==> src/hw/cst_pkg.sv <==
// How it works
// - Power-on reset delay by select bits: 50, 200 default, 400, 800 ms.
// - Watchdog period by select bits: 1.4 s, 200 ms, 25 ms, off default.
// - Watchdog reset time-out for selects 00 and 01 is 200 ms.
// - Watchdog reset time-out for select 10 is 25 ms.
// - Manual reset reaches the reset output no sooner than 500 ns.
// - Manual reset pulses under 500 ns are ignored.
// - Nonvolatile write cycle ends within 5 ms after a write stop.
// - On power-down the warning leads reset by about 500 ns.
// - Standby nine serial clocks after a start with wrong device select.
package cst_pkg;
	localparam int unsigned CLK_NS = 100;
	localparam int unsigned NS_PER_MS = 1000000;
	// Times in their own units
	localparam int unsigned POR_MS_0 = 50;
	localparam int unsigned POR_MS_1 = 200;
	localparam int unsigned POR_MS_2 = 400;
	localparam int unsigned POR_MS_3 = 800;
	localparam int unsigned WD_MS_0 = 1400;
	localparam int unsigned WD_MS_1 = 200;
	localparam int unsigned WD_MS_2 = 25;
	localparam int unsigned WD_TOUT_LONG_MS = 200;
	localparam int unsigned WD_TOUT_SHORT_MS = 25;
	localparam int unsigned NV_WRITE_MS = 5;
	localparam int unsigned MR_DELAY_NS = 500;
	localparam int unsigned WARN_LEAD_NS = 500;
	// Cycle counts at the bus clock
	localparam int unsigned POR_CYC_0 = POR_MS_0 * (NS_PER_MS / CLK_NS);
	localparam int unsigned POR_CYC_1 = POR_MS_1 * (NS_PER_MS / CLK_NS);
	localparam int unsigned POR_CYC_2 = POR_MS_2 * (NS_PER_MS / CLK_NS);
	localparam int unsigned POR_CYC_3 = POR_MS_3 * (NS_PER_MS / CLK_NS);
	localparam int unsigned WD_CYC_0 = WD_MS_0 * (NS_PER_MS / CLK_NS);
	localparam int unsigned WD_CYC_1 = WD_MS_1 * (NS_PER_MS / CLK_NS);
	localparam int unsigned WD_CYC_2 = WD_MS_2 * (NS_PER_MS / CLK_NS);
	localparam int unsigned TOUT_LONG_CYC = WD_TOUT_LONG_MS * (NS_PER_MS / CLK_NS);
	localparam int unsigned TOUT_SHORT_CYC = WD_TOUT_SHORT_MS * (NS_PER_MS / CLK_NS);
	localparam int unsigned NV_CYC = NV_WRITE_MS * (NS_PER_MS / CLK_NS);
	localparam logic [2:0] MR_CYC = 3'((MR_DELAY_NS + CLK_NS - 1) / CLK_NS);
	localparam logic [2:0] WARN_LEAD_CYC = 3'((WARN_LEAD_NS + CLK_NS - 1) / CLK_NS);
	// Register map
	localparam logic [7:0] CTRL_OFF = 8'h00;
	localparam logic [7:0] STATUS_OFF = 8'h04;
	localparam logic [7:0] MASK_OFF = 8'h08;
	localparam logic [7:0] STATE_OFF = 8'h0c;
	localparam int unsigned POR_SEL_LO_BIT = 0;
	localparam int unsigned POR_SEL_HI_BIT = 1;
	localparam int unsigned WD_SEL_LO_BIT = 2;
	localparam int unsigned WD_SEL_HI_BIT = 3;
	localparam logic [3:0] CTRL_RESET = 4'hd;
	localparam int unsigned EV_W = 6;
	localparam int unsigned EV_WDOG = 0;
	localparam int unsigned EV_MANUAL = 1;
	localparam int unsigned EV_SUPPLY_LOW_WARNING = 2;
	localparam int unsigned EV_SECOND = 3;
	localparam int unsigned EV_NV_DONE = 4;
	localparam int unsigned EV_MISMATCH = 5;
	localparam logic [1:0] WD_SEL_OFF = 2'h3;
	localparam logic [1:0] WD_SEL_SHORT = 2'h2;
	localparam logic [3:0] ADDR_BITS = 4'h8;
	typedef enum logic [1:0] {WD_IDLE = 2'h0, WD_RUN = 2'h1, WD_TOUT = 2'h3} cst_wd_t;
	typedef enum logic [1:0] {BUS_IDLE = 2'h0, BUS_ADDR = 2'h1, BUS_ACT = 2'h3} cst_bus_t;
endpackage

==> src/hw/cst_supervisor.sv <==
// Decided for this implementation: the APB slave port and the address map.
`timescale 1ns/1ps
module cst_supervisor #(
	parameter int TW = 24,
	parameter logic [TW-1:0] POR_0 = TW'(cst_pkg::POR_CYC_0),
	parameter logic [TW-1:0] POR_1 = TW'(cst_pkg::POR_CYC_1),
	parameter logic [TW-1:0] POR_2 = TW'(cst_pkg::POR_CYC_2),
	parameter logic [TW-1:0] POR_3 = TW'(cst_pkg::POR_CYC_3),
	parameter logic [TW-1:0] WD_0 = TW'(cst_pkg::WD_CYC_0),
	parameter logic [TW-1:0] WD_1 = TW'(cst_pkg::WD_CYC_1),
	parameter logic [TW-1:0] WD_2 = TW'(cst_pkg::WD_CYC_2),
	parameter logic [TW-1:0] TOUT_LONG = TW'(cst_pkg::TOUT_LONG_CYC),
	parameter logic [TW-1:0] TOUT_SHORT = TW'(cst_pkg::TOUT_SHORT_CYC),
	parameter logic [TW-1:0] NV_TIME = TW'(cst_pkg::NV_CYC),
	parameter logic [3:0] DEV_SEL = 4'ha // Arbitrary device select code
) (
	input wire logic pclk, // Bus clock
	input wire logic presetn, // Async reset, low
	input wire logic psel, // APB select
	input wire logic penable, // APB enable
	input wire logic pwrite, // APB direction
	input wire logic [7:0] paddr, // APB byte address
	input wire logic [31:0] pwdata, // APB write data
	output logic [31:0] prdata, // APB read data
	output logic pready, // APB ready
	output logic pslverr, // APB error, unmapped
	input wire logic supply_ok_in, // Primary above trip
	input wire logic second_ok_in, // Second above trip
	input wire logic manual_reset_in, // Manual reset, high
	input wire logic wdog_restart_in, // Watchdog restart pin
	input wire logic scl_in, // Serial clock pin
	input wire logic sda_in, // Serial data pin
	output logic reset_out, // Host reset, high
	output logic supply_low_warning, // Early power-fail
	output logic second_supply_fail, // Second supply low
	output logic wdog_timeout_out, // Watchdog fired
	output logic irq // Level interrupt
);
	// Register decode used for both read and write paths
	function automatic logic hit(input logic [7:0] a, input logic [7:0] off);
		hit = (a == off);
	endfunction

	logic sup_s, sec_s, mr_s, wdr_s, scl_s, sda_s;
	logic scl_d, sda_d, wdr_d, sup_d, sec_d;
	logic [3:0] ctrl;
	logic [cst_pkg::EV_W-1:0] status, mask, ev, next_status;
	logic [2:0] pd_cnt, mr_cnt;
	logic [TW-1:0] por_val, por_cnt, wd_val, wd_cnt, nv_cnt;
	logic por_done, wd_done, nv_done, nv_busy_d;
	logic wd_load, mr_active, pd_reset, sys_rst;
	cst_pkg::cst_wd_t wd_state, next_wd;
	cst_pkg::cst_bus_t bus_state, next_bus;
	logic [7:0] shreg;
	logic [3:0] bitcnt;
	logic rw;

	// All pins cross into pclk through two flops
	cst_sync #(.W(6)) u_sync (
		.clk(pclk),
		.rst_n(presetn),
		.d({supply_ok_in, second_ok_in, manual_reset_in, wdog_restart_in, scl_in, sda_in}),
		.q({sup_s, sec_s, mr_s, wdr_s, scl_s, sda_s})
	);

	// Edge history, taken after the synchroniser
	always_ff @(posedge pclk or negedge presetn) begin
		if (!presetn) begin
			{scl_d, sda_d, wdr_d, sup_d, sec_d} <= 5'h00;
		end else begin
			{scl_d, sda_d, wdr_d, sup_d, sec_d} <= {scl_s, sda_s, wdr_s, sup_s, sec_s};
		end
	end

	wire scl_rise = scl_s & ~scl_d;
	wire start_cond = scl_s & scl_d & sda_d & ~sda_s;
	wire stop_cond = scl_s & scl_d & ~sda_d & sda_s;
	wire restart = wdr_s & ~wdr_d;

	// APB decode
	wire setup = psel & ~penable;
	wire addr_ok = hit(paddr, cst_pkg::CTRL_OFF) | hit(paddr, cst_pkg::STATUS_OFF) |
		hit(paddr, cst_pkg::MASK_OFF) | hit(paddr, cst_pkg::STATE_OFF);
	wire wr_en = psel & penable & pready & pwrite & addr_ok;
	wire wr_ctrl = wr_en & hit(paddr, cst_pkg::CTRL_OFF);
	wire wr_status = wr_en & hit(paddr, cst_pkg::STATUS_OFF);
	wire wr_mask = wr_en & hit(paddr, cst_pkg::MASK_OFF);
	wire [31:0] state_word = {23'h000000, bus_state, wd_state, nv_busy_d, wdog_timeout_out,
		second_supply_fail, supply_low_warning, reset_out};
	wire [31:0] rd_data = hit(paddr, cst_pkg::CTRL_OFF) ? {28'h0000000, ctrl} :
		hit(paddr, cst_pkg::STATUS_OFF) ? {26'h0000000, status} :
		hit(paddr, cst_pkg::MASK_OFF) ? {26'h0000000, mask} :
		hit(paddr, cst_pkg::STATE_OFF) ? state_word : 32'h00000000;

	// Zero-wait slave: answer in the first access cycle
	always_ff @(posedge pclk or negedge presetn) begin
		if (!presetn) begin
			pready <= 1'b0;
			pslverr <= 1'b0;
			prdata <= 32'h00000000;
		end else begin
			pready <= setup;
			pslverr <= setup & ~addr_ok;
			prdata <= (setup & ~pwrite) ? rd_data : 32'h00000000;
		end
	end

	// Control and mask registers
	always_ff @(posedge pclk or negedge presetn) begin
		if (!presetn) begin
			ctrl <= cst_pkg::CTRL_RESET;
			mask <= '0;
		end else begin
			if (wr_ctrl) ctrl <= pwdata[3:0];
			if (wr_mask) mask <= pwdata[cst_pkg::EV_W-1:0];
		end
	end

	wire [1:0] por_sel = {ctrl[cst_pkg::POR_SEL_HI_BIT], ctrl[cst_pkg::POR_SEL_LO_BIT]};
	wire [1:0] wd_sel = {ctrl[cst_pkg::WD_SEL_HI_BIT], ctrl[cst_pkg::WD_SEL_LO_BIT]};
	wire wd_off = (wd_sel == cst_pkg::WD_SEL_OFF);

	// Power-on delay selection
	assign por_val = (por_sel == 2'h0) ? POR_0 : (por_sel == 2'h1) ? POR_1 :
		(por_sel == 2'h2) ? POR_2 : POR_3;

	// Held loaded while the supply is low, counts from the rise
	cst_timer #(.W(TW)) u_por (
		.clk(pclk),
		.rst_n(presetn),
		.load(~sup_s),
		.load_val(por_val),
		.count(por_cnt),
		.done(por_done)
	);

	// Power-down: warning first, reset a fixed lead later
	always_ff @(posedge pclk or negedge presetn) begin
		if (!presetn) begin
			pd_cnt <= cst_pkg::WARN_LEAD_CYC;
		end else if (sup_s) begin
			pd_cnt <= 3'h0;
		end else if (pd_cnt != cst_pkg::WARN_LEAD_CYC) begin
			pd_cnt <= pd_cnt + 3'h1;
		end
	end
	assign pd_reset = (pd_cnt == cst_pkg::WARN_LEAD_CYC);

	// Manual reset must stay high for the whole count; a glitch restarts it
	always_ff @(posedge pclk or negedge presetn) begin
		if (!presetn) begin
			mr_cnt <= 3'h0;
		end else if (!mr_s) begin
			mr_cnt <= 3'h0;
		end else if (mr_cnt != cst_pkg::MR_CYC) begin
			mr_cnt <= mr_cnt + 3'h1;
		end
	end
	assign mr_active = (mr_cnt == cst_pkg::MR_CYC);

	assign sys_rst = pd_reset | (sup_s & ~por_done) | mr_active;

	// Watchdog sequencing; one timer serves period and time-out
	always_comb begin
		next_wd = wd_state;
		wd_load = 1'b0;
		wd_val = (wd_sel == 2'h0) ? WD_0 : (wd_sel == 2'h1) ? WD_1 : WD_2;
		case (wd_state)
			cst_pkg::WD_IDLE: begin
				if (!wd_off && !sys_rst) begin
					next_wd = cst_pkg::WD_RUN;
					wd_load = 1'b1;
				end
			end
			cst_pkg::WD_RUN: begin
				if (wd_off || sys_rst) begin
					next_wd = cst_pkg::WD_IDLE;
				end else if (restart) begin
					wd_load = 1'b1;
				end else if (wd_done) begin
					next_wd = cst_pkg::WD_TOUT;
					wd_load = 1'b1;
					wd_val = (wd_sel == cst_pkg::WD_SEL_SHORT) ? TOUT_SHORT :
						TOUT_LONG;
				end
			end
			cst_pkg::WD_TOUT: begin
				// Time-out runs to its end even if software turns the watchdog off
				if (wd_done) next_wd = cst_pkg::WD_IDLE;
			end
			default: next_wd = cst_pkg::WD_IDLE;
		endcase
	end

	cst_timer #(.W(TW)) u_wd (
		.clk(pclk),
		.rst_n(presetn),
		.load(wd_load),
		.load_val(wd_val),
		.count(wd_cnt),
		.done(wd_done)
	);

	// Two-wire observer: address shift and bit count
	wire addr_last = (bus_state == cst_pkg::BUS_ADDR) & scl_rise & (bitcnt == cst_pkg::ADDR_BITS);
	wire addr_match = (shreg[7:4] == DEV_SEL);
	wire nv_start = stop_cond & (bus_state == cst_pkg::BUS_ACT) & ~rw;

	always_comb begin
		next_bus = bus_state;
		case (bus_state)
			cst_pkg::BUS_IDLE: if (start_cond && nv_done) next_bus = cst_pkg::BUS_ADDR;
			cst_pkg::BUS_ADDR: begin
				if (stop_cond) next_bus = cst_pkg::BUS_IDLE;
				else if (addr_last) next_bus = addr_match ? cst_pkg::BUS_ACT :
					cst_pkg::BUS_IDLE;
			end
			cst_pkg::BUS_ACT: begin
				if (stop_cond) next_bus = cst_pkg::BUS_IDLE;
				else if (start_cond) next_bus = cst_pkg::BUS_ADDR;
			end
			default: next_bus = cst_pkg::BUS_IDLE;
		endcase
	end

	// Address bits are counted from each start
	always_ff @(posedge pclk or negedge presetn) begin
		if (!presetn) begin
			shreg <= 8'h00;
			bitcnt <= 4'h0;
			rw <= 1'b0;
		end else if (start_cond) begin
			bitcnt <= 4'h0;
		end else if (bus_state == cst_pkg::BUS_ADDR && scl_rise) begin
			if (bitcnt != cst_pkg::ADDR_BITS) begin
				shreg <= {shreg[6:0], sda_s};
				bitcnt <= bitcnt + 4'h1;
			end else begin
				rw <= shreg[0];
			end
		end
	end

	// Self-timed write; bus requests ignored meanwhile
	cst_timer #(.W(TW)) u_nv (
		.clk(pclk),
		.rst_n(presetn),
		.load(nv_start),
		.load_val(NV_TIME),
		.count(nv_cnt),
		.done(nv_done)
	);

	// Sticky events; a set in the clearing cycle wins
	assign ev[cst_pkg::EV_WDOG] = (next_wd == cst_pkg::WD_TOUT) & (wd_state == cst_pkg::WD_RUN);
	assign ev[cst_pkg::EV_MANUAL] = mr_s & (mr_cnt == cst_pkg::MR_CYC - 3'h1);
	assign ev[cst_pkg::EV_SUPPLY_LOW_WARNING] = sup_d & ~sup_s;
	assign ev[cst_pkg::EV_SECOND] = sec_d & ~sec_s;
	assign ev[cst_pkg::EV_NV_DONE] = nv_busy_d & nv_done;
	assign ev[cst_pkg::EV_MISMATCH] = addr_last & ~addr_match;
	assign next_status = (status & ~(wr_status ? pwdata[cst_pkg::EV_W-1:0] : '0)) | ev;

	// State registers and pin outputs
	always_ff @(posedge pclk or negedge presetn) begin
		if (!presetn) begin
			wd_state <= cst_pkg::WD_IDLE;
			bus_state <= cst_pkg::BUS_IDLE;
			status <= '0;
			irq <= 1'b0;
			nv_busy_d <= 1'b0;
			reset_out <= 1'b1;
			supply_low_warning <= 1'b1;
			second_supply_fail <= 1'b1;
			wdog_timeout_out <= 1'b0;
		end else begin
			wd_state <= next_wd;
			bus_state <= next_bus;
			status <= next_status;
			irq <= |(next_status & mask);
			nv_busy_d <= ~nv_done;
			reset_out <= sys_rst | (next_wd == cst_pkg::WD_TOUT);
			supply_low_warning <= ~sup_s;
			second_supply_fail <= ~sec_s;
			wdog_timeout_out <= (next_wd == cst_pkg::WD_TOUT);
		end
	end
endmodule

==> src/hw/cst_sync.sv <==
`timescale 1ns/1ps
// Two-flop synchroniser for pin levels
module cst_sync #(
	parameter int W = 1
) (
	input wire logic clk, // Sampling clock
	input wire logic rst_n, // Async reset, low
	input wire logic [W-1:0] d, // Raw pins
	output logic [W-1:0] q // Synchronised levels
);
	logic [W-1:0] meta;

	// First stage feeds only the second
	always_ff @(posedge clk or negedge rst_n) begin
		if (!rst_n) begin
			meta <= '0;
			q <= '0;
		end else begin
			meta <= d;
			q <= meta;
		end
	end
endmodule

==> src/hw/cst_timer.sv <==
`timescale 1ns/1ps
// Loadable down-counter, stops at zero
module cst_timer #(
	parameter int W = 24
) (
	input wire logic clk, // Clock
	input wire logic rst_n, // Async reset, low
	input wire logic load, // Load pulse or level
	input wire logic [W-1:0] load_val, // Value to load
	output logic [W-1:0] count, // Remaining cycles
	output logic done // Count reached zero
);
	assign done = (count == '0);

	// Load wins over counting
	always_ff @(posedge clk or negedge rst_n) begin
		if (!rst_n) begin
			count <= '0;
		end else if (load) begin
			count <= load_val;
		end else if (!done) begin
			count <= count - 1'b1;
		end
	end
endmodule

==> config.mk <==
export PLATFORM = sky130hd
export DESIGN_NAME = cst_supervisor
export DESIGN_NICKNAME = d
export VERILOG_FILES = /design/src/hw/cst_pkg.sv /design/src/hw/cst_supervisor.sv /design/src/hw/cst_sync.sv /design/src/hw/cst_timer.sv
export SDC_FILE = /design/constraint.sdc
export NUM_CORES = 1
export LEC_CHECK = 0
export BUFFER_PORTS_ARGS = -buffer_cell sky130_fd_sc_hd__clkbuf_2
export CAP_MARGIN = 10
export CORE_MARGIN = 2
export CORE_UTILIZATION = 35
export CTS_CLUSTER_SIZE = 40
export DETAILED_ROUTE_END_ITERATION = 6
export GPL_ROUTABILITY_DRIVEN = 0
export MAX_ROUTING_LAYER = met4
export SYNTH_ARGS = -nofsm -noshare
export SYNTH_HDL_FRONTEND = slang
export SYNTH_SLANG_ARGS = --single-unit
export TNS_END_PERCENT = 50
==> constraint.sdc <==
create_clock -name pclk -period 3.2 [get_ports pclk]
set_input_delay 0.48 -clock pclk [delete_from_list [all_inputs] [get_ports pclk]]
set_output_delay 0.48 -clock pclk [all_outputs]
set_load 0.1 [all_outputs]
Word level (Yosys, flattened, before mapping)
Index checks and enable logic that the tools add are counted.
{ "op_classes": {"add_sub_neg": 6, "eq_ne": 28, "mux": 47, "bitwise_logic": 53, "n_reduce_logical": 22} }
{ "ops": {"columns": ["operator", "count"], "rows": [
  ["two-way mux 24 bit", 11],
  ["logical NOT 24 bit", 3],
  ["subtractor 24 x 1 -> 24 bit (second input constant)", 3],
  ["two-way mux 23 bit", 3],
  ["two-way mux 9 bit", 5],
  ["two-way mux 21 bit", 2],
  ["bitwise AND 1 bit", 28],
  ["two-way mux 2 bit", 11],
  ["equality test 8 x 4 -> 1 bit (second input constant)", 2],
  ["inverter 1 bit", 15],
  ["bitwise AND 6 bit", 2],
  ["equality test 2 bit (second input constant)", 6],
  ["two-way mux 3 bit", 4],
  ["two-way mux 4 bit", 3],
  ["inequality test 3 bit (second input constant)", 4],
  ["one-hot mux 2 bit (3 select lines)", 2],
  ["equality test 3 bit (second input constant)", 3],
  ["AND reduction 3 bit", 3],
  ["equality test 2 x 1 -> 1 bit (second input constant)", 4],
  ["equality test 4 bit (second input constant)", 2],
  ["equality test 8 x 3 -> 1 bit (second input constant)", 1],
  ["logical NOT 2 bit", 4],
  ["logical NOT 8 bit", 1],
  ["adder 3 x 1 -> 3 bit (second input constant)", 2],
  ["16 further kinds", 32]
]} }
{ "word_totals": {"ff_bits": 145, "input_bits": 51, "output_inout_bits": 39, "elab_cells": 185} }

Longest topological paths before layout
{ "logic_depth": {"word_depth": 14, "depth_mapped": 9, "mapped_depth_nobuf": 8} }

By module
From an unflattened synthesis, not the netlist that was laid out.
{ "unflattened": {"cells_unflattened": 769, "hier_area_um2": 7688.6} }
{ "modules_own_cells": {"columns": ["module", "instances", "cells_per_inst", "area_each_um2", "seq_area_each_um2"], "rows": [
  ["cst_supervisor", 1, 275, 2939.1, 1536.5],
  ["cst_timer at u_nv ...", 2, 163, 1468.9, 600.6],
  ["cst_timer at u_wd", 1, 156, 1511.4, 600.6],
  ["cst_sync", 1, 12, 300.3, 300.3]
]} }

Least setup slack after synthesis
No wires, ideal clock.
{ "synth_path": {"kind": "reg-to-reg", "start": "reg u_wd.count[5]", "end": "reg u_wd.count[1]", "setup_ns": 0.071, "arrival_ns": 2.402, "t_required_ns": 3.129, "setup_slack_ns": 0.727, "stages_incl_launch_ff": 7, "n_path_buf": 1, "period_less_slack_ns": 2.473, "cell_sequence": "dfrtp_1 -> or4_1 -> or3_1 -> buf_2 -> nor4_4 -> mux2_2 -> nor2_1"} }
{ "synth_between": {"elab_chain_cells": 6, "word_cells_on_any_way": 11, "cone_classes": "eq/ne: 1; mux: 9; reduce/logical: 1"} }
{ "synth_lines": {"columns": ["element", "line", "text"], "rows": [
  ["from (decl)", "cst_timer.sv:10", "output logic [W-1:0] count,"],
  ["from (signal assigned)", "cst_timer.sv:20", "count <= load_val;"],
  ["from (signal assigned)", "cst_timer.sv:22", "count <= count - 1'b1;"],
  ["logical NOT 24 bit *", "cst_timer.sv:13", "assign done = (count == '0);"],
  ["two-way mux 1 bit / two-way mux 24 bit (equally long branches)", "cst_supervisor.sv:180", "end else if (wd_done) begin"],
  ["two-way mux 1 bit / two-way mux 24 bit (equally long branches)", "cst_supervisor.sv:178", "end else if (restart) begin"],
  ["two-way mux 1 bit / two-way mux 24 bit (equally long branches)", "cst_supervisor.sv:176", "if (wd_off || sys_rst) begin"],
  ["one-hot mux 1 bit (2 select lines) / two-way mux 24 bit (equally long branches)", "cst_supervisor.sv:168", "case (wd_state)"],
  ["inequality test 2 x 1 -> 1 bit (no source line) / two-way mux 24 bit (equally long branches)", null, null]
]} }
Mark *: on every way between the ends. The rest lies on a longest branch, timed or not.
A chain may end at the register's enable or synchronous reset.

Worst setup path in the final report
{ "layout_path": {"start": "reg u_por.count[8]", "end": "reg u_wd.count[4]"} }
{ "layout_between": {"elab_chain_cells": 10, "word_cells_on_any_way": 15, "cone_classes": "eq/ne: 1; mux: 6; bitwise: 4; reduce/logical: 4"} }
{ "layout_lines": {"columns": ["element", "line", "text"], "rows": [
  ["from (decl)", "cst_timer.sv:10", null],
  ["from (signal assigned)", "cst_timer.sv:20", null],
  ["from (signal assigned)", "cst_timer.sv:22", null],
  ["logical NOT 24 bit *", "cst_timer.sv:13", null],
  ["inverter 1 bit *", "cst_supervisor.sv:161", "assign sys_rst = pd_reset | (sup_s & ~por_done) | mr_active;"],
  ["bitwise AND 1 bit *", "cst_supervisor.sv:161", null],
  ["bitwise OR 1 bit * (2 in a row)", "cst_supervisor.sv:161", null],
  ["logical NOT 1 bit", "cst_supervisor.sv:170", "if (!wd_off && !sys_rst) begin"],
  ["logical AND 1 bit", "cst_supervisor.sv:170", null],
  ["two-way mux 1 bit", "cst_supervisor.sv:170", null],
  ["one-hot mux 1 bit (2 select lines)", "cst_supervisor.sv:168", null],
  ["inequality test 2 x 1 -> 1 bit (no source line) / two-way mux 24 bit (equally long branches)", null, null]
]} }
Marks and branches as above.

==> summary.txt <==
Synth
  • Yosys top cell area share: 0.474
  • Post-Synthesis Cells: 689
  • Syn avg cell area: 10.5 µm²
  • EDFF count, synth: 0
  • Yosys reg bits: 145
  • Top post-synthesis cells by area: dfrtp_1, mux2_2, xor2_1
  • Post-synth cell types: 70
  • YS warnings: 0
  • Sequential area share after synthesis: 0.503
  • Main synth FF type: dfrtp_1
  • Post-synth top area cell: dfrtp_1
  • Mapped Area: just over 0.007 mm²
  • FFs w/ async S/R, synth: 1.00

Worst setup path
  • Reg2reg setup slack: about 0.42 ns
  • Critical path endpoint category: flop
  • Crit path DAT: roughly 3.1 ns
  • Crit-path leading delay family: simple AND/OR/NAND/NOR gates
  • Critical path's slowest cell: or4_1
  • Startpoint Class: flop
  • Data required time at the worst endpoint: 3.49 ns
  • Most common cell on crit path: or4_1
  • Critical path fanouts, max: 10
  • CP bufs+invs: 0
  • CP Class: flop to flop
  • CP cell instances: or4_1, or4_1, o21ai_4, and3_1, o31ai_1
  • Slowest cell delay on critical path: 0.74 ns

Drt
  • DR vias/cell: 5.17
  • Total Wirelength: 15800 µm
  • Vias post-DR: 5318
  • Router iterations before antenna repair: 6
  • Routed length per instance: 15.4 µm
  • DRC Markers: 0
  • Routed Antenna Nets: 0
  • Starting DRT DRC Count: 291

STA
  • Final setup violation count: 0
  • Setup tns final: 0 ns
  • Final Max Slew Viols: 0
  • PnR worst setup slack: 0.416 ns
  • Final Cycle Share: 0.870
  • Final hold vios: 0
  • RSZ-0062 raised after global routing: no
  • Worst-Margin Slew: 0.738 ns
  • F_max: 0.359 GHz
  • Worst slew margin: 0.504
  • Worst Skew: 0.0102 ns
  • Min cycle time layout: 2.78 ns

CTS
  • CTS clk-pin slew, worst paths: 0.06 ns
  • CTS resizes: 0
  • Post-CTS Setup Bufs: 0
  • Htree depth: 4
  • TritonCTS buffer count: 17
  • Clk buf depth: 2
  • CTS root buf: clkbuf_16
  • CTS tree: yes
  • Cts hold-fix bufs: 0
  • TritonCTS Sinks: 145
  • Clock Latency Late Sink: ~0.42 ns

Pwr
  • PD cells: 606 mW/mm²
  • P_leak: 3.69 nW
  • Max IR drop VDD: around 0.00035 V

Global route
  • Initial antenna violation count: 0
  • Total track usage: 0.159
  • Vias in the first global route: 5162
  • First-pass GRT wire length: between 20000 and 30000 µm
  • Largest net degree at the start of global routing: 82
  • GRT Residual Overflow: 0

Floorplanning
  • Row Count: 52
  • Die Wd: 148 µm
  • Initial core utilization: 0.357
  • IO Pins: 90
  • Core area: 0.0202 mm²
  • Die area: 0.0218 mm²
  • Die Height: 148 µm

Layout
  • Number of nets in the layout: 807
  • # fillers: around 2000
  • Layout cell share with drive strength beyond 1: 0.190
  • Antenna cells: 0
  • Area Overhead vs Synth: 15.4%

Outcome
  • Outcome: finished clean

Flow run
  • Max-cap viol count: 0

Place
  • Port Buf Inserts: 40
  • Post-placement setup slack: 0.419 ns
  • Post-DP HPWL: 11000 µm

Worst hold path
  • HP Class: primary input to asynchronous set/reset pin
[per-stage QoR]
| stage | util | instances | total power [W] | hold slack, ns | cell area, µm² |
|---|---|---|---|---|---|
| after CTS | 0.412 | 1028 | 0.00511 | 0.114 | 8340 |
| after global placement | 0.382 | 996 | 0.00301 | 0.333 | 7730 |
| after detailed placement | 0.382 | 996 | 0.00302 | 0.335 | 7730 |
| after global routing | 0.412 | 1028 | 0.00532 | 0.127 | 8340 |
| final | 0.412 | 1028 | 0.00505 | 0.0799 | 8340 |
| after floorplan | - | 711 | 0.00282 | 0.184 | 7310 |
[routing by layer]
layer,share of wire,global-route usage,vias to the layer above
li1,-,-,2589
met2,0.46,0.236,98
met3,0.036,0.0355,21
met4,0.016,0.0495,0
met1,0.48,0.219,2610
met5,0,-,-
[cells in the final DEF (no fill, tap or decap), types with 11 or more instances in the layout]
cell,n
mux2_2,21
o31ai_1,13
nor3_1,17
nand2_1,38
clkbuf_16,17
or3_1,23
nor4_1,13
conb_1,23
nand3_1,22
xnor2_1,21
clkbuf_2,39
buf_4,19
or4_1,24
inv_1,22
a21oi_1,18
xor2_1,25
nor2_1,57
ha_1,11
nor2b_1,11
dfrtp_1,137
o21ai_0,33
[cell type report]
type / instances / area [µm²] / area share
clock buffer: 20 / 457 / 0.0548
clock inverter: 12 / 156 / 0.0188
inverter: 23 / 86.3 / 0.0104
multi-input combinational: 499 / 3310 / 0.397
sequential: 145 / 3640 / 0.436
tap: 270 / 338 / 0.0405
timing repair buffer: 59 / 349 / 0.0419
[final timing paths]
kind                            cells after the start                         end                  startpoint
worst min-delay path                                1  u_por.count[0]$_DFFE_PN0P_                     presetn
worst min register to register                      0       u_sync.q[0]$_DFF_PN0_    u_sync.meta[0]$_DFF_PN0_
worst max register to register                      5   u_wd.count[4]$_DFFE_PN0P_  u_por.count[8]$_DFFE_PN0P_
min in group pclk                                   1    u_sync.meta[0]$_DFF_PN0_                      sda_in
max in group asynchronous                           2         ctrl[0]$_DFFE_PN1P_                     presetn
worst max-delay path                                5   u_wd.count[4]$_DFFE_PN0P_  u_por.count[8]$_DFFE_PN0P_
[flip-flops by register name, summed over array words and instances (netlist names), 4 cells and up]
name and cells:
u_sync.meta 6, shreg 8, bitcnt 4, ctrl 4, prdata 9, mask 6, u_sync.q 6, u_wd.count 24
u_por.count 24, status 6, u_nv.count 24
[synthesized netlist by cell type, drive strengths merged (2+ instances only)]
cell and number:
dfrtp 137, nor2 58, nand2 38, o21ai 35
buf 31, or4 27, or3 25, xor2 25
inv 23, nand3 22, mux2 21, xnor2 21
nor3 19, a21oi 18, nor4 14, o31ai 14
clkbuf 13, ha 11, nor2b 11, and2 10
o211ai 10, nand4 9, dfstp 8, or2 7
nor4b 6, o22ai 6, a31oi 5, nand2b 5
nand4b 5, a211oi 4, and4 4, mux4 4
nand3b 4, a21boi 3, a21o 3, a22oi 3
o21a 3, o31a 3, o41ai 3, and3 2
nor4bb 2, o311ai 2
[power breakdown]
part / total (W) / leakage, nW / internal (W) / switching (W)
clock network: 0.00207 / 0.301 / 0.00127 / 0.000796
logic: 0.000809 / 1.55 / 0.000300 / 0.000509
registers: 0.00218 / 1.84 / 0.00201 / 0.000162
[logic make-up (layout without fill, tap and decap cells)]
| family | count (synthesis) | after routing | share of synthesized area |
|---|---|---|---|
| AOI/OAI and AO/OA | 123 | 123 | 0.114 |
| other | 1 | 23 | 0.000519 |
| adders and majority gates | 11 | 11 | 0.0190 |
| xor gates and xnor gates | 46 | 46 | 0.0557 |
| DFF | 145 | 145 | 0.503 |
| and+or+nand+nor | 271 | 271 | 0.213 |
| buffers and inverters | 67 | 114 | 0.0497 |
| muxes | 25 | 25 | 0.0452 |
No activity file was read; power rests on OpenSTA's default activity.
